**src/clock_reset_regs.vh**
```
/*
  Offsets, fields, reset values and counts for clock and reset control.
  Assumes a register port with byte addresses and 32-bit data.
*/
`ifndef CLOCK_RESET_REGS_VH
`define CLOCK_RESET_REGS_VH

// ****************
// Register offsets
// ****************
`define CRC_ADDR_WIDTH        8
`define CRC_OFF_CONTROL       8'h00
`define CRC_OFF_CONFIG        8'h04
`define CRC_OFF_STATUS        8'h08

// ****************
// Control register fields
// ****************
`define CRC_BIT_LOCK_LOSS_DIS 3
`define CRC_BIT_MULT_LOCK     4
`define CRC_BIT_LPM_LOCK      5
`define CRC_BIT_TB_SEL        6
`define CRC_BIT_RTC_DIV       7
`define CRC_BIT_BACKUP_REQ    8
`define CRC_BIT_PWR_REQ_EN    10

// ****************
// Configuration register fields
// ****************
`define CRC_MF_LSB            0
`define CRC_MF_W              4
`define CRC_PREDIVIDER_FIELD_LSB          4
`define CRC_PREDIVIDER_FIELD_W            4
`define CRC_LPM_LSB           8
`define CRC_LPM_W             2
`define CRC_BIT_CLOCK_SOURCE_FIELD          10
`define CRC_BIT_LIMP_EN       11
`define CRC_LOW_FREQ_DIVIDER_LSB          12
`define CRC_DFN_W             3
`define CRC_HIGH_FREQ_DIVIDER_LSB          16

// ****************
// Status register fields
// ****************
`define CRC_BIT_ST_LOCK       0
`define CRC_BIT_ST_HARD_RESET_LINE     1
`define CRC_BIT_ST_BACKUP     2
`define CRC_BIT_ST_FREQ_HIGH  3

// ****************
// Reset values and codes
// ****************
`define CRC_MF_RESET          4'h1
`define CRC_PREDIVIDER_FIELD_RESET        4'h0
`define CRC_LPM_NORMAL_HIGH   2'h0
`define CRC_LOW_FREQ_DIVIDER_RESET        3'h1
`define CRC_HIGH_FREQ_DIVIDER_RESET        3'h0

// ****************
// Divider terminal counts (divide ratio minus one)
// ****************
`define CRC_DIV_WIDTH         8
`define CRC_TERM_DIV4         8'h03
`define CRC_TERM_DIV16        8'h0f
`define CRC_TERM_DIV256       8'hff

// ****************
// Hard reset pulse length in clock cycles
// ****************
`define CRC_HARD_RESET_LINE_CYCLES     16

`endif

```
**src/tick_divider.v**
```verilog
/*
  Tick divider: one pulse per terminal+1 source ticks.
  Assumes one-cycle source ticks synchronous to the clock.
*/
`timescale 1ns/1ps
`default_nettype none

module tick_divider #(
  parameter WIDTH = 8
) (
  input  wire             clock,
  input  wire             rst,
  input  wire             src_tick,
  input  wire [WIDTH-1:0] terminal,
  output reg              tick
);

  reg [WIDTH-1:0] count;

  // ****************
  // Counter
  // ****************
  // Terminal may shrink mid-count, so compare with >= to avoid a long wrap
  always @(posedge clock or posedge rst) begin
    if (rst) begin
      count <= {WIDTH{1'b0}};
      tick  <= 1'b0;
    end else if (src_tick) begin
      if (count >= terminal) begin
        count <= {WIDTH{1'b0}};
        tick  <= 1'b1;
      end else begin
        count <= count + {{(WIDTH-1){1'b0}}, 1'b1};
        tick  <= 1'b0;
      end
    end else begin
      tick <= 1'b0;
    end
  end

endmodule

`default_nettype wire

```
**src/reset_stretcher.v**
```verilog
/*
  Stretches a reset request into a fixed-length pulse; retriggerable.
  Assumes the request is synchronous to the clock.
*/
`timescale 1ns/1ps
`default_nettype none

module reset_stretcher #(
  parameter CYCLES = 16,
  parameter WIDTH  = 8
) (
  input  wire clock,
  input  wire rst,
  input  wire trigger,
  output reg  active
);

  localparam [WIDTH-1:0] LOAD = CYCLES[WIDTH-1:0] - {{(WIDTH-1){1'b0}}, 1'b1};

  reg [WIDTH-1:0] remain;

  // ****************
  // Pulse counter
  // ****************
  // Retrigger wins so a persistent fault keeps reset asserted
  always @(posedge clock or posedge rst) begin
    if (rst) begin
      remain <= {WIDTH{1'b0}};
      active <= 1'b0;
    end else if (trigger) begin
      remain <= LOAD;
      active <= 1'b1;
    end else if (remain != {WIDTH{1'b0}}) begin
      remain <= remain - {{(WIDTH-1){1'b0}}, 1'b1};
      active <= 1'b1;
    end else begin
      active <= 1'b0;
    end
  end

endmodule

`default_nettype wire

```
**src/system_clock_reset_control.v**
```verilog
/*
  Clock and reset control: lock bits, backup clock, hard reset, dividers
  and power-management frequency, behind a plain register port.
  Assumes inputs synchronous to CLOCK, RST as power-on reset and
  oscillator edges as the one-cycle enable OSC_TICK.
*/
// Implementation choices: the register addresses and the strobed register port.
`timescale 1ns/1ps
`default_nettype none
`include "clock_reset_regs.vh"

// How it works
// - Lock loss during hard reset moves clock to backup when allowed and limp enabled.
// - With switch-disable set, no lock-loss switching; hard reset held until PLL locks.
// - Multiplier lock set blocks writes to multiplier and pre-divider fields.
// - Multiplier or pre-divider change while low-power lock set forces hard reset.
// - Multiplier lock bit takes one write per power-on reset only.
// - Low-power lock set blocks writes to low-power mode and clock-source fields.
// - Low-power lock set and mode not normal-high forces hard reset.
// - Low-power lock bit takes one write per power-on reset only.
// - Time-base source: oscillator over 4 or 16, or system clock over 16.
// - RTC and timer clock divided by 4 or by 256.
// - Power-on reset clears RTC divider bit if straps 1-3 low, else sets.
// - Setting backup switch bit moves clock to ring oscillator and hard resets.
// - Backup switch bit ignored while limp enable is clear.
// - Request enable clear keeps low-frequency divider regardless of requests.
// - Request enable set selects high divider on power bit clear or interrupt.
module system_clock_reset_control #(
  parameter HARD_RESET_LINE_CYCLES = `CRC_HARD_RESET_LINE_CYCLES
) (
  input  wire                       CLOCK,
  input  wire                       RST,
  input  wire [`CRC_ADDR_WIDTH-1:0] ADDR,
  input  wire [31:0]                WRITE_DATA,
  input  wire                       WRITE_STROBE,
  input  wire                       READ_STROBE,
  output reg  [31:0]                READ_DATA,
  input  wire [2:0]                 CLOCK_MODE_STRAPS,
  input  wire                       PLL_LOCKED,
  input  wire                       HARD_RESET_IN,
  input  wire                       POWER_MGMT_STATE_BIT,
  input  wire                       INTERRUPT_PENDING,
  input  wire                       OSC_TICK,
  input  wire                       TB_OSC_DIV16,
  output reg                        HARD_RESET_LINE,
  output reg                        USE_BACKUP_CLOCK,
  output reg                        FREQ_HIGH,
  output reg  [`CRC_DFN_W-1:0]      FREQ_DIVIDER,
  output reg  [`CRC_MF_W-1:0]       FREQ_MULTIPLIER,
  output reg  [`CRC_PREDIVIDER_FIELD_W-1:0]     PREDIVIDER,
  output reg  [`CRC_LPM_W-1:0]      LOWPOWER_MODE,
  output reg                        CLOCK_SOURCE,
  output wire                       TIMEBASE_TICK,
  output wire                       RTC_PIT_TICK
);

  // ****************************************
  // Register state
  // ****************************************
  reg                     lock_loss_switch_disable;
  reg                     multiplier_divider_lock;
  reg                     lowpower_mode_lock;
  reg                     timebase_source_sel;
  reg                     rtc_pit_divider_sel;
  reg                     power_request_enable;
  reg                     limp_enable;
  reg  [`CRC_DFN_W-1:0]   low_freq_divider;
  reg  [`CRC_DFN_W-1:0]   high_freq_divider;
  reg                     mult_lock_written;
  reg                     lpm_lock_written;
  reg                     straps_taken;
  reg                     reset_trigger;

  wire                    write_control;
  wire                    write_config;
  wire                    backup_request;
  wire                    lock_loss_switch;
  wire                    reset_hold;
  wire                    stretch_active;
  wire [`CRC_MF_W-1:0]    next_mult;
  wire [`CRC_PREDIVIDER_FIELD_W-1:0]  next_prediv;
  wire [`CRC_LPM_W-1:0]   next_lpm;
  wire                    next_clock_source_field;
  wire                    mult_change;
  wire                    mode_violation;
  wire                    next_freq_high;
  wire [`CRC_DIV_WIDTH-1:0] tb_terminal;
  wire [`CRC_DIV_WIDTH-1:0] rtc_terminal;
  wire                    tb_source;

  // ****************************************
  // Write decode
  // ****************************************
  assign write_control = WRITE_STROBE && (ADDR == `CRC_OFF_CONTROL);
  assign write_config  = WRITE_STROBE && (ADDR == `CRC_OFF_CONFIG);

  // Software backup request only counts while limp mode is enabled
  assign backup_request = write_control && WRITE_DATA[`CRC_BIT_BACKUP_REQ]
                          && limp_enable;

  // Lock loss inside hard reset switches only when not disabled
  assign lock_loss_switch = !lock_loss_switch_disable && limp_enable
                            && HARD_RESET_IN && !PLL_LOCKED;

  // Disabled switching instead holds hard reset until the PLL locks
  assign reset_hold = lock_loss_switch_disable && HARD_RESET_IN
                      && !PLL_LOCKED;

  // ****************************************
  // Locked field next values
  // ****************************************
  // Multiplier and pre-divider pass only while their lock is clear
  assign next_mult = (write_config && !multiplier_divider_lock) ?
                     WRITE_DATA[`CRC_MF_LSB +: `CRC_MF_W] : FREQ_MULTIPLIER;
  assign next_prediv = (write_config && !multiplier_divider_lock) ?
                       WRITE_DATA[`CRC_PREDIVIDER_FIELD_LSB +: `CRC_PREDIVIDER_FIELD_W] : PREDIVIDER;

  // Mode and clock source pass only while the low-power lock is clear
  assign next_lpm = (write_config && !lowpower_mode_lock) ?
                    WRITE_DATA[`CRC_LPM_LSB +: `CRC_LPM_W] : LOWPOWER_MODE;
  assign next_clock_source_field = (write_config && !lowpower_mode_lock) ?
                     WRITE_DATA[`CRC_BIT_CLOCK_SOURCE_FIELD] : CLOCK_SOURCE;

  // A frequency change under the low-power lock is treated as interference
  assign mult_change = lowpower_mode_lock &&
                       ((next_mult != FREQ_MULTIPLIER) ||
                        (next_prediv != PREDIVIDER));

  // Any mode other than normal-high is illegal under the low-power lock
  assign mode_violation = lowpower_mode_lock &&
                          (LOWPOWER_MODE != `CRC_LPM_NORMAL_HIGH);

  // ****************************************
  // Control register
  // ****************************************
  // Any control write spends the one-shot lock chance, even writing zero
  always @(posedge CLOCK or posedge RST) begin
    if (RST) begin
      lock_loss_switch_disable <= 1'b0;
      multiplier_divider_lock  <= 1'b0;
      lowpower_mode_lock       <= 1'b0;
      timebase_source_sel      <= 1'b0;
      power_request_enable     <= 1'b0;
      mult_lock_written        <= 1'b0;
      lpm_lock_written         <= 1'b0;
    end else if (write_control) begin
      lock_loss_switch_disable <= WRITE_DATA[`CRC_BIT_LOCK_LOSS_DIS];
      timebase_source_sel      <= WRITE_DATA[`CRC_BIT_TB_SEL];
      power_request_enable     <= WRITE_DATA[`CRC_BIT_PWR_REQ_EN];
      mult_lock_written        <= 1'b1;
      lpm_lock_written         <= 1'b1;
      if (!mult_lock_written) begin
        multiplier_divider_lock <= WRITE_DATA[`CRC_BIT_MULT_LOCK];
      end
      if (!lpm_lock_written) begin
        lowpower_mode_lock <= WRITE_DATA[`CRC_BIT_LPM_LOCK];
      end
    end
  end

  // ****************************************
  // RTC divider bit and strap capture
  // ****************************************
  // Straps are sampled on the first edge after power-on reset release,
  // since an asynchronous reset may only load a constant
  always @(posedge CLOCK or posedge RST) begin
    if (RST) begin
      rtc_pit_divider_sel <= 1'b1;
      straps_taken        <= 1'b0;
    end else if (!straps_taken) begin
      rtc_pit_divider_sel <= |CLOCK_MODE_STRAPS;
      straps_taken        <= 1'b1;
    end else if (write_control) begin
      rtc_pit_divider_sel <= WRITE_DATA[`CRC_BIT_RTC_DIV];
    end
  end

  // ****************************************
  // Configuration register
  // ****************************************
  always @(posedge CLOCK or posedge RST) begin
    if (RST) begin
      FREQ_MULTIPLIER   <= `CRC_MF_RESET;
      PREDIVIDER        <= `CRC_PREDIVIDER_FIELD_RESET;
      LOWPOWER_MODE     <= `CRC_LPM_NORMAL_HIGH;
      CLOCK_SOURCE      <= 1'b0;
      limp_enable       <= 1'b1;
      low_freq_divider  <= `CRC_LOW_FREQ_DIVIDER_RESET;
      high_freq_divider <= `CRC_HIGH_FREQ_DIVIDER_RESET;
    end else begin
      FREQ_MULTIPLIER <= next_mult;
      PREDIVIDER      <= next_prediv;
      LOWPOWER_MODE   <= next_lpm;
      CLOCK_SOURCE    <= next_clock_source_field;
      if (write_config) begin
        limp_enable       <= WRITE_DATA[`CRC_BIT_LIMP_EN];
        low_freq_divider  <= WRITE_DATA[`CRC_LOW_FREQ_DIVIDER_LSB +: `CRC_DFN_W];
        high_freq_divider <= WRITE_DATA[`CRC_HIGH_FREQ_DIVIDER_LSB +: `CRC_DFN_W];
      end
    end
  end

  // ****************************************
  // Backup clock and hard reset
  // ****************************************
  // Backup selection sticks until power-on reset, even after relock
  always @(posedge CLOCK or posedge RST) begin
    if (RST) begin
      USE_BACKUP_CLOCK <= 1'b0;
      reset_trigger    <= 1'b0;
      HARD_RESET_LINE  <= 1'b0;
    end else begin
      USE_BACKUP_CLOCK <= USE_BACKUP_CLOCK || lock_loss_switch
                          || backup_request;
      reset_trigger    <= backup_request
                          || mult_change
                          || mode_violation;
      HARD_RESET_LINE  <= stretch_active || reset_hold;
    end
  end

  reset_stretcher #(
    .CYCLES (HARD_RESET_LINE_CYCLES),
    .WIDTH  (16)
  ) u_reset_stretcher (
    .clock   (CLOCK),
    .rst     (RST),
    .trigger (reset_trigger),
    .active  (stretch_active)
  );

  // ****************************************
  // Power-management frequency selection
  // ****************************************
  // Requests are honoured only with the enable set; otherwise stay low
  assign next_freq_high = power_request_enable
                          && (!POWER_MGMT_STATE_BIT || INTERRUPT_PENDING);

  always @(posedge CLOCK or posedge RST) begin
    if (RST) begin
      FREQ_HIGH    <= 1'b0;
      FREQ_DIVIDER <= `CRC_LOW_FREQ_DIVIDER_RESET;
    end else begin
      FREQ_HIGH    <= next_freq_high;
      FREQ_DIVIDER <= next_freq_high ? high_freq_divider : low_freq_divider;
    end
  end

  // ****************************************
  // Time-base and RTC dividers
  // ****************************************
  // System clock source ticks every cycle, oscillator source on its enable
  assign tb_source   = timebase_source_sel ? 1'b1 : OSC_TICK;
  assign tb_terminal = (timebase_source_sel || TB_OSC_DIV16) ?
                       `CRC_TERM_DIV16 : `CRC_TERM_DIV4;
  assign rtc_terminal = rtc_pit_divider_sel ?
                        `CRC_TERM_DIV256 : `CRC_TERM_DIV4;

  tick_divider #(
    .WIDTH (`CRC_DIV_WIDTH)
  ) u_timebase_div (
    .clock    (CLOCK),
    .rst      (RST),
    .src_tick (tb_source),
    .terminal (tb_terminal),
    .tick     (TIMEBASE_TICK)
  );

  tick_divider #(
    .WIDTH (`CRC_DIV_WIDTH)
  ) u_rtc_div (
    .clock    (CLOCK),
    .rst      (RST),
    .src_tick (OSC_TICK),
    .terminal (rtc_terminal),
    .tick     (RTC_PIT_TICK)
  );

  // ****************************************
  // Read port
  // ****************************************
  // Data stands only in the cycle after the strobe; unmapped reads zero
  always @(posedge CLOCK or posedge RST) begin
    if (RST) begin
      READ_DATA <= 32'h00000000;
    end else begin
      READ_DATA <= 32'h00000000;
      if (READ_STROBE) begin
        case (ADDR)
          `CRC_OFF_CONTROL: begin
            READ_DATA[`CRC_BIT_LOCK_LOSS_DIS] <= lock_loss_switch_disable;
            READ_DATA[`CRC_BIT_MULT_LOCK]     <= multiplier_divider_lock;
            READ_DATA[`CRC_BIT_LPM_LOCK]      <= lowpower_mode_lock;
            READ_DATA[`CRC_BIT_TB_SEL]        <= timebase_source_sel;
            READ_DATA[`CRC_BIT_RTC_DIV]       <= rtc_pit_divider_sel;
            READ_DATA[`CRC_BIT_BACKUP_REQ]    <= USE_BACKUP_CLOCK;
            READ_DATA[`CRC_BIT_PWR_REQ_EN]    <= power_request_enable;
          end
          `CRC_OFF_CONFIG: begin
            READ_DATA[`CRC_MF_LSB +: `CRC_MF_W]     <= FREQ_MULTIPLIER;
            READ_DATA[`CRC_PREDIVIDER_FIELD_LSB +: `CRC_PREDIVIDER_FIELD_W] <= PREDIVIDER;
            READ_DATA[`CRC_LPM_LSB +: `CRC_LPM_W]   <= LOWPOWER_MODE;
            READ_DATA[`CRC_BIT_CLOCK_SOURCE_FIELD]                <= CLOCK_SOURCE;
            READ_DATA[`CRC_BIT_LIMP_EN]             <= limp_enable;
            READ_DATA[`CRC_LOW_FREQ_DIVIDER_LSB +: `CRC_DFN_W]  <= low_freq_divider;
            READ_DATA[`CRC_HIGH_FREQ_DIVIDER_LSB +: `CRC_DFN_W]  <= high_freq_divider;
          end
          `CRC_OFF_STATUS: begin
            READ_DATA[`CRC_BIT_ST_LOCK]      <= PLL_LOCKED;
            READ_DATA[`CRC_BIT_ST_HARD_RESET_LINE]    <= HARD_RESET_LINE;
            READ_DATA[`CRC_BIT_ST_BACKUP]    <= USE_BACKUP_CLOCK;
            READ_DATA[`CRC_BIT_ST_FREQ_HIGH] <= FREQ_HIGH;
          end
          default: begin
            READ_DATA <= 32'h00000000;
          end
        endcase
      end
    end
  end

endmodule

`default_nettype wire

```
**config.mk**
```make
export PLATFORM = sky130hd
export DESIGN_NAME = system_clock_reset_control
export DESIGN_NICKNAME = d
export VERILOG_FILES = /design/src/tick_divider.v /design/src/reset_stretcher.v /design/src/system_clock_reset_control.v
export VERILOG_INCLUDE_DIRS = /design/src /design/src/src
export SDC_FILE = /design/constraint.sdc
export NUM_CORES = 1
export LEC_CHECK = 0
export BUFFER_PORTS_ARGS = -buffer_cell sky130_fd_sc_hd__clkbuf_2
export CORE_UTILIZATION = 59
export CTS_BUF_LIST = sky130_fd_sc_hd__clkbuf_4
export CTS_CLUSTER_SIZE = 30
export DETAILED_ROUTE_END_ITERATION = 10
export MAX_ROUTING_LAYER = met4
export PLACE_DENSITY_LB_ADDON = 0.2
export SLEW_MARGIN = 10
export SYNTH_ARGS = -nofsm -noshare
export SYNTH_HDL_FRONTEND = slang
export SYNTH_SLANG_ARGS = --single-unit
export TNS_END_PERCENT = 5
```
**constraint.sdc**
```tcl
create_clock -name CLOCK -period 6.28 [get_ports CLOCK]
set_input_delay 0.628 -clock CLOCK [delete_from_list [all_inputs] [get_ports CLOCK]]
set_output_delay 0.628 -clock CLOCK [all_outputs]
set_load 0.05 [all_outputs]
```
==> results.ini, run 1 <==
[status]
status=complete, no violations

[power_and_ir_drop]
p_sw_mw=0.497
clkPwrFrac_pct=21.2
power_leakage_nw=2.39
p_sw_share_pct=34.7
p_per_area_nw_per_um2=310
p_total_mw=1.43
power_frac_seq_pct=52.6
peakVddDrop_v=0.000195
intPower_mw=0.935
p_comb_share_pct=26.2

[synth]
synth_top_cells_by_count=dfrtp_1, nor2_1, nand2_1
ys_warn_count=0
postSynthCellCount=363
ys_types=53
netlist_area_um2=4090
synthAdderAreaFrac_pct=3.36
synth_top_area_share_pct=49.5
ys_async_sr_fraction_pct=100
yosys.area_share.simple_pct=18.2
synth_compound_area_share_pct=7.64
synth_mux_area_share_pct=9.26
avgSynthCellArea_um2=11.3
ys.flop_type=dfrtp_1
synthXorXnorAreaFrac_pct=4.28
synth_area_leaders=dfrtp_1, mux2_2, nor2_1, ha_1, dfstp_2
ys_seq_area_share_pct=52.7
ys_ff_latch=86
synth_area_leader_cell=dfrtp_1
synth_edf_count=0
synth.most_common_cell=dfrtp_1
synth_top_family_by_area=simple AND/OR/NAND/NOR gates

[clock_network]
cts_tree=yes
cts.repair.resized=0
clockBufferDepth=2
post_cts_buffers=0
cts.clk_slew.worst_paths_ps=130
clk_latency_ps=420
cts-root-buf=clkbuf_4
cts_hold_buf=0
cts_max_level=3
numClockSinks=86
cts_buffers=9

[global_route]
grt_max_degree=87
grt-ovfl-total=0
grt_usage_pct=23.8
grt_pass1_vias=2797
grt_antenna_before_repair=0
grt_first_pass_wirelength_mm=12.9

[worst_setup_path]
path_buf_inv=1
path_max_fanout=6
cp_data_required_time_ps=6630
end_kind=flip-flop
crit_chain=inv_1, ha_1, a211o_1, a21oi_1, o211ai_1, or3_1, o221ai_1
path_class=reg -> reg
crit_family=compound AO/OA/AOI/OAI gates
cpMaxStageDelayCell=dfstp_2
cp.arrival_ps=2480
crit_path_start_kind=flip-flop
cpPeakStageDelay_ps=560

[detailed_routing]
via_count=2798
routed_via_density=5.33
routed_wl_mm=7.60
firstDrtPassIters=4
drtAntennaViolNets=0
drcViolationCount=0
first_iter_violations=102
drt-wirelength-per-cell_um=14.5

[floorplanning]
start_util_pct=62.7
rows=29
boundaryPins=104
die_w_um=85.3
fp.dieH_um=85.3
die_area_um2=7280
design.core.area_um2=6530

[layout]
fin_nets=507
antenna_cells=0
layout-drive-gt1-share_pct=29.9
fin_util_pct=70.7
area_delta_synth_final_pct=12.9
fin_area_um2=4620

[job]
maxCapViolCount=0

[timing]
tightest_slew_ps=1030
fin_worst_skew_ps=11.0
maxSlewViolCount=0
setup-tns-final_ps=0
max_slew_margin_pct=31.4
period_needed_ps=2130
setup_viol=0
whs_ps=423
finalHoldViolCount=0
rsz0062_at_grt=no
layout_worst_path_cycle_share_pct=33.9
fmax_mhz=470

[placed_design]
routabilityCongestion=0.823
dp_hpwl_mm=5.46
place_area_um2=4490
port_buffers=75

[hold_path]
hold_path.class=reg -> reg

power groups by stage:
stage | clock (mW) | combinational [mW] | sequential (mW)
after CTS | 0.315 | 0.379 | 0.751
final | 0.304 | 0.376 | 0.752
after detailed placement | 0 | 0.377 | 0.761
after global routing | 0.334 | 0.425 | 0.768
after floorplan | 0 | 0.285 | 0.770
after global placement | 0 | 0.364 | 0.757
final cells by class:
class	count	area, um2
sequential	86	2160
timing repair buffer	76	383
multi-input combinational	259	1810
inverter	11	42.5
clock inverter	5	50.0
clock buffer	11	82.6
tap	77	96.3
fill	492	1910
layout by cell type (no fill, tap or decap), types with 8 or more instances in the layout:
cell	netlist	final
a21oi_1	11	11
and2_1	10	10
clkbuf_2	0	75
clkbuf_4	0	11
conb_1	2	15
dfrtp_1	81	81
ha_1	11	11
inv_1	11	10
mux2_2	15	15
mux2_4	8	8
mux2i_1	9	9
nand2_1	23	23
nand3_1	9	9
nor2_1	45	45
o21ai_0	13	13
xnor2_1	11	11
xor2_1	9	9
through the flow:
stage | std cells | setup slack (ps)
6_report | 525 | 4150
5_1_grt | 525 | 3950
4_1_cts | 525 | 4140
3_5_place_dp | 509 | 3690
3_3_place_gp | 509 | 3720
2_1_floorplan | 376 | 3440
registers in the layout, summed over array words and instances (netlist names), 2 cells and up:
name                      count
READ_DATA                    18
u_reset_stretcher.remain     16
u_rtc_div.count               8
u_timebase_div.count          8
FREQ_MULTIPLIER               4
PREDIVIDER                    4
FREQ_DIVIDER                  3
high_freq_divider             3
low_freq_divider              3
LOWPOWER_MODE                 2
cells by family (layout without fill, tap and decap cells):
logic type | count (synthesis) | after routing
AOI/OAI and AO/OA | 49 | 49
xor gates and xnor gates | 20 | 20
adders and majority gates | 11 | 11
buffers and inverters | 31 | 103
DFF | 86 | 86
muxes | 32 | 32
other | 2 | 15
and+or+nand+nor | 132 | 132
per-layer routing:
metal	GRT usage (%)	vias to the layer above	part of all wire (%)
li1	-	1388	-
met4	10.5	0	1.6
met2	37.6	56	49
met3	4.67	11	3.6
met1	30.2	1343	46
met5	-	-	0
path summary, 6_finish.rpt:
path                                                 start                               to  slack [ps]  cells past startpoint
max                        rtc_pit_divider_sel$_DFFE_PP1P_   u_rtc_div.count[3]$_DFFE_PP0P_        4150                      7
min                                 straps_taken$_DFF_PP0_  rtc_pit_divider_sel$_DFFE_PP1P_         420                      1
max reg2reg                rtc_pit_divider_sel$_DFFE_PP1P_   u_rtc_div.count[3]$_DFFE_PP0P_        4150                      7
min reg2reg                         straps_taken$_DFF_PP0_  rtc_pit_divider_sel$_DFFE_PP1P_         420                      1
max in group asynchronous                              RST          READ_DATA[17]$_DFF_PP0_        5130                      3
min in group asynchronous                              RST   u_rtc_div.count[2]$_DFFE_PP0P_         510                      3
Power figures use the tool's default switching activity.
==> run 2, diff against run 1 <==
Settings changed: CORE_UTILIZATION 59 to 50.
Clock period 6.28 ns to 1.8 ns, I/O delays scaled along.
==> run 2 against run 1 <==
Net effect:
- the run now ends with setup timing left
- die area up 18%
- routed wire length up 17%
- via count up 8.7%
- fmax up 10%
- utilization down 4.4 points
- setup slack worse by 4300 ps
- combinational power rose to 4.4 times the previous value
- final cell count up 13%
- critical path type unchanged
==> results.ini, run 2 (same netlist as run 1, synthesis figures left out) <==
[layout]
regMostFlops=READ_DATA
nFillCells=639
final_cell_mix=dfrtp_1, clkbuf_2, nor2_1
layout-drive-gt1-share_pct=36.7
largest_reg_flops=18
area_delta_synth_final_pct=26.5
final_common_cell=dfrtp_1
fin_nets=550
fin_area_um2=5180
fin_util_pct=66.3
top_regs=READ_DATA: 18 flops, u_reset_stretcher.remain: 16 flops
antenna_cells=0

[hold_path]
hold_path.class=in -> reg

[global_route]
grt_pass1_vias=3086
grt_usage_pct=23.0
grt_max_degree=87
grtUsageMet3_pct=5.67
busiest_layer=met2
grtUsageMet1_pct=28.3
grt_first_pass_wirelength_mm=14.6
met2_usage_pct=37.7
grt-ovfl-total=0
grt_antenna_before_repair=0

[floorplanning]
rows=32
die_w_um=92.5
design.core.area_um2=7810
die_area_um2=8550
boundaryPins=104
fp.dieH_um=92.5
start_util_pct=52.4

[power_and_ir_drop]
p_per_area_nw_per_um2=1050
p_comb_share_pct=30.8
peakVddDrop_v=0.000501
power_leakage_nw=2.58
p_total_mw=5.42
intPower_mw=3.48
p_sw_share_pct=35.9
clkPwrFrac_pct=20.6
p_sw_mw=1.94
power_frac_seq_pct=48.5

[clock_network]
clk_latency_ps=430
cts.clk_slew.worst_paths_ps=140
cts_buffers=9
cts_max_level=3
cts-root-buf=clkbuf_4
numClockSinks=86
clockBufferDepth=2
cts_tree=yes

[worst_setup_path]
cp.arrival_ps=2300
crit_chain=inv_4, ha_4, a211o_1, a21oi_2, o211ai_1, or3_1, o221ai_2
path_buf_inv=1
path_max_fanout=5
end_kind=flip-flop
crit_family=compound AO/OA/AOI/OAI gates
cpMaxStageDelayCell=dfstp_2
cpPeakStageDelay_ps=580
path_class=reg -> reg
cp_data_required_time_ps=2160
crit_path_start_kind=flip-flop

[detailed_routing]
first_iter_violations=131
drt-wirelength-per-cell_um=15.0
via_count=3042
routed_via_density=5.13
drtAntennaViolNets=0
drcViolationCount=0
firstDrtPassIters=4
routed_wl_mm=8.87

[timing]
tightest_slew_ps=567
maxSlewViolCount=0
setup_viol=8
layout_worst_path_cycle_share_pct=108
rsz0062_at_grt=yes
finalHoldViolCount=0
fmax_mhz=517
fin_worst_skew_ps=15.2
setup_ws_ps=-135
period_needed_ps=1940
max_slew_margin_pct=62.2

[placed_design]
port_buffers=75
routabilityCongestion=0.822
place_ws_ps=-206
place_area_um2=4710
dp_hpwl_mm=6.15

[status]
violations=setup timing
status=complete, but fails checks

[job]
maxCapViolCount=0

[run 2: what timing repair did]
action | 4_1_cts | 5_1_grt
hold buffers | 15 | 1
setup endpoints to repair | 11 | 23
buffers inserted | 2 | 1
resized for setup | 12 | 18
hold endpoints to repair | 97 | 1
pin swaps | 7 | 9
[run 2: metal layers]
layer / part of all wire, % / wire length, um / vias to the layer above
met3: 4.0 / 358 / 8
met5: 0 / 0 / -
met2: 51 / 4550 / 69
met1: 44 / 3880 / 1489
met4: 0.89 / 79 / 0
li1: - / - / 1476
[run 2: area by class of cell]
type	instances	area, um2	area share, %
clock buffers	9	67.6	1.30
inverters	11	47.5	0.918
clock inverters	7	73.8	1.43
multi-input cells	259	1930	37.2
repair buffers	119	777	15.0
flip-flops and latches	86	2160	41.7
well taps	102	128	2.46
[run 2: per-stage QoR]
| stage | hold WS [ps] | TNS [ps] | cells |
|---|---|---|---|
| 2_1_floorplan | 328 | -724 | 376 |
| 3_3_place_gp | 333 | -1060 | 558 |
| 6_report | 24.8 | -437 | 593 |
| 3_5_place_dp | 336 | -1410 | 558 |
| 5_1_grt | 1.56 | -1870 | 593 |
| 4_1_cts | 0.359 | -167 | 591 |
[run 2: tightest hold or removal path, delay by kind of cell]
kind                   cells  cell delay (ps)
AOI/OAI and AO/OA          1              120
and+or+nand+nor            1               40
buffers and inverters      1               80
[run 2: worst paths after layout]
check / startpoint / end / slack [ps] / cells past startpoint
max: rtc_pit_divider_sel$_DFFE_PP1P_ / u_rtc_div.count[3]$_DFFE_PP0P_ / -140 / 7
min: CLOCK_MODE_STRAPS[0] / rtc_pit_divider_sel$_DFFE_PP1P_ / 20 / 3
max reg2reg: rtc_pit_divider_sel$_DFFE_PP1P_ / u_rtc_div.count[3]$_DFFE_PP0P_ / -140 / 7
min reg2reg: straps_taken$_DFF_PP0_ / rtc_pit_divider_sel$_DFFE_PP1P_ / 440 / 1
max in group asynchronous: RST / limp_enable$_DFFE_PP1N_ / 1020 / 4
min in group asynchronous: RST / READ_DATA[7]$_DFF_PP0_ / 370 / 4
[run 2: power groups by stage]
stage               sequential (mW)  clock [mW]  combinational [mW]
floorplan                      2.69           0               0.993
global placement               2.62           0                1.45
detailed placement             2.64           0                1.51
CTS                            2.62        1.15                1.59
global route                   2.68        1.22                1.86
finish                         2.63        1.12                1.67
==> run 3, diff against run 2 <==
Settings changed: PLACE_DENSITY set to 0.79, PLACE_DENSITY_LB_ADDON 0.2 to unset.
==> run 3 against run 2 <==
Net effect:
- the flow still finishes with violations (setup timing)
- sequential share of layout area decreased by 0.24 points
- setup slack gained 18 ps
- utilization rose by 0.38 points
- clock skew up 4.0 ps
- die area unchanged
- critical path type unchanged
- largest power group unchanged
==> results.ini, run 3 (same netlist as run 1, synthesis figures left out) <==
[floorplanning]
die_area_um2=8550
die_w_um=92.5
start_util_pct=52.4
design.core.area_um2=7810
fp.dieH_um=92.5
boundaryPins=104
rows=32

[power_and_ir_drop]
clkPwrFrac_pct=20.0
p_per_area_nw_per_um2=1070
p_sw_share_pct=35.7
p_sw_mw=2.00
intPower_mw=3.59
power_leakage_nw=2.62
peakVddDrop_v=0.000638
power_frac_seq_pct=46.7
p_comb_share_pct=33.2
p_total_mw=5.58

[clock_network]
cts_tree=yes
numClockSinks=86
cts_buffers=9
cts_max_level=3
clockBufferDepth=2
cts-root-buf=clkbuf_4
cts.clk_slew.worst_paths_ps=140
clk_latency_ps=430

[job]
maxCapViolCount=0

[worst_setup_path]
path_class=reg -> reg
rrSetupSlack_ps=-120
path_max_fanout=5
rr_worst_depth=7
cp.arrival_ps=2270
cp_data_required_time_ps=2150
rr_startpoint=rtc_pit_divider_sel$_DFFE_PP1P_
crit_path_start_kind=flip-flop
end_kind=flip-flop
r2r-end=u_rtc_div.count[3]$_DFFE_PP0P_

[placed_design]
place_ws_ps=-200
port_buffers=75
routabilityCongestion=0.865
dp_hpwl_mm=6.38

[global_route]
grt-ovfl-total=0
grt_max_degree=72
grt_usage_pct=23.5
grt_antenna_before_repair=0
grt_first_pass_wirelength_mm=14.9
grt_pass1_vias=3180

[detailed_routing]
drt-wirelength-per-cell_um=15.3
via_count=3143
drcViolationCount=0
firstDrtPassIters=4
routed_via_density=5.26
first_iter_violations=74
drtAntennaViolNets=0
routed_wl_mm=9.17

[layout]
antenna_cells=0
fin_nets=555
top_regs=READ_DATA: 18 flops, u_reset_stretcher.remain: 16 flops
final_cell_mix=dfrtp_1, clkbuf_2, nor2_1
largest_reg_flops=18
layout-drive-gt1-share_pct=37.3
area_delta_synth_final_pct=27.3
final_common_cell=dfrtp_1
fin_util_pct=66.7
regMostFlops=READ_DATA

[status]
violations=setup timing
status=complete, but fails checks

[timing]
tightest_slew_ps=544
layout_worst_path_cycle_share_pct=107
whs_ps=32.6
setup_ws_ps=-117
fmax_mhz=522
max_slew_margin_pct=63.7
setup_viol=9
finalHoldViolCount=0
maxSlewViolCount=0
period_needed_ps=1920
rsz0062_at_grt=yes
fin_worst_skew_ps=19.2

[hold_path]
hold_path.class=in -> reg
holdPathEnd=PREDIVIDER[3]$_DFF_PP0_
holdCritStartpoint=WRITE_DATA[7]
holdPathStages=2

-- run 3: how the worst max path moves through the flow --
| stage | endpoint | startpoint | cells after the start | slack [ps] |
|---|---|---|---|---|
| after floorplan | u_rtc_div.count[3]$_DFFE_PP0P_ | rtc_pit_divider_sel$_DFFE_PP1P_ | 7 | -140 |
| after global placement | u_rtc_div.count[3]$_DFFE_PP0P_ | rtc_pit_divider_sel$_DFFE_PP1P_ | 7 | -140 |
| after detailed placement | u_rtc_div.count[3]$_DFFE_PP0P_ | rtc_pit_divider_sel$_DFFE_PP1P_ | 7 | -200 |
| after CTS | u_rtc_div.count[3]$_DFFE_PP0P_ | rtc_pit_divider_sel$_DFFE_PP1P_ | 7 | -90 |
| after global routing | u_reset_stretcher.remain[12]$_DFFE_PP0P_ | u_reset_stretcher.remain[0]$_DFFE_PP0P_ | 8 | -170 |
| final | u_rtc_div.count[3]$_DFFE_PP0P_ | rtc_pit_divider_sel$_DFFE_PP1P_ | 7 | -120 |
-- run 3: power by group through the flow --
stage	combinational [mW]	clock [mW]	sequential (mW)
3_3_place_gp	1.55	0	2.59
3_5_place_dp	1.61	0	2.61
6_report	1.86	1.12	2.61
2_1_floorplan	0.993	0	2.69
4_1_cts	1.70	1.16	2.59
5_1_grt	2.05	1.23	2.65
-- run 3: routing by layer --
metal | vias up | GRT usage [%] | routed length [um]
met5 | - | - | 0
met4 | 0 | 6.51 | 96
met3 | 10 | 6.81 | 474
met2 | 86 | 39.0 | 4640
met1 | 1558 | 28.0 | 3960
li1 | 1489 | - | -
-- run 3: critical path, cell delays in order (launching register included) --
cell and delay, ps:
dfstp_2 580, inv_4 60, ha_1 280, o21a_1 180
a21oi_2 170, o211ai_1 130, or3_1 380, o221ai_2 70
-- run 3: metrics by stage --
| stage | instances | cell area, um2 | setup TNS, ps |
|---|---|---|---|
| floorplan | 376 | 4150 | -724 |
| detailed placement | 562 | 4740 | -856 |
| global route | 598 | 5210 | -1690 |
| CTS | 594 | 5120 | -504 |
| finish | 598 | 5210 | -281 |
| global placement | 562 | 4740 | -616 |
-- run 3: layout make-up --
class / instances / area, um2
fill: 610 / 2600
sequential: 86 / 2160
multi-input combinational: 259 / 1920
timing repair buffer: 124 / 811
tap: 102 / 128
clock buffer: 11 / 82.6
clock inverter: 5 / 60.1
inverter: 11 / 47.5
-- run 3: repair_timing --
| action | CTS | global route |
|---|---|---|
| gates resized for setup | 12 | 18 |
| buffers inserted | 1 | 3 |
| hold endpoints to repair | 32 | 1 |
| pin swaps | 6 | 13 |
| endpoints found under the setup margin | 11 | 25 |
| hold buffers | 15 | 1 |
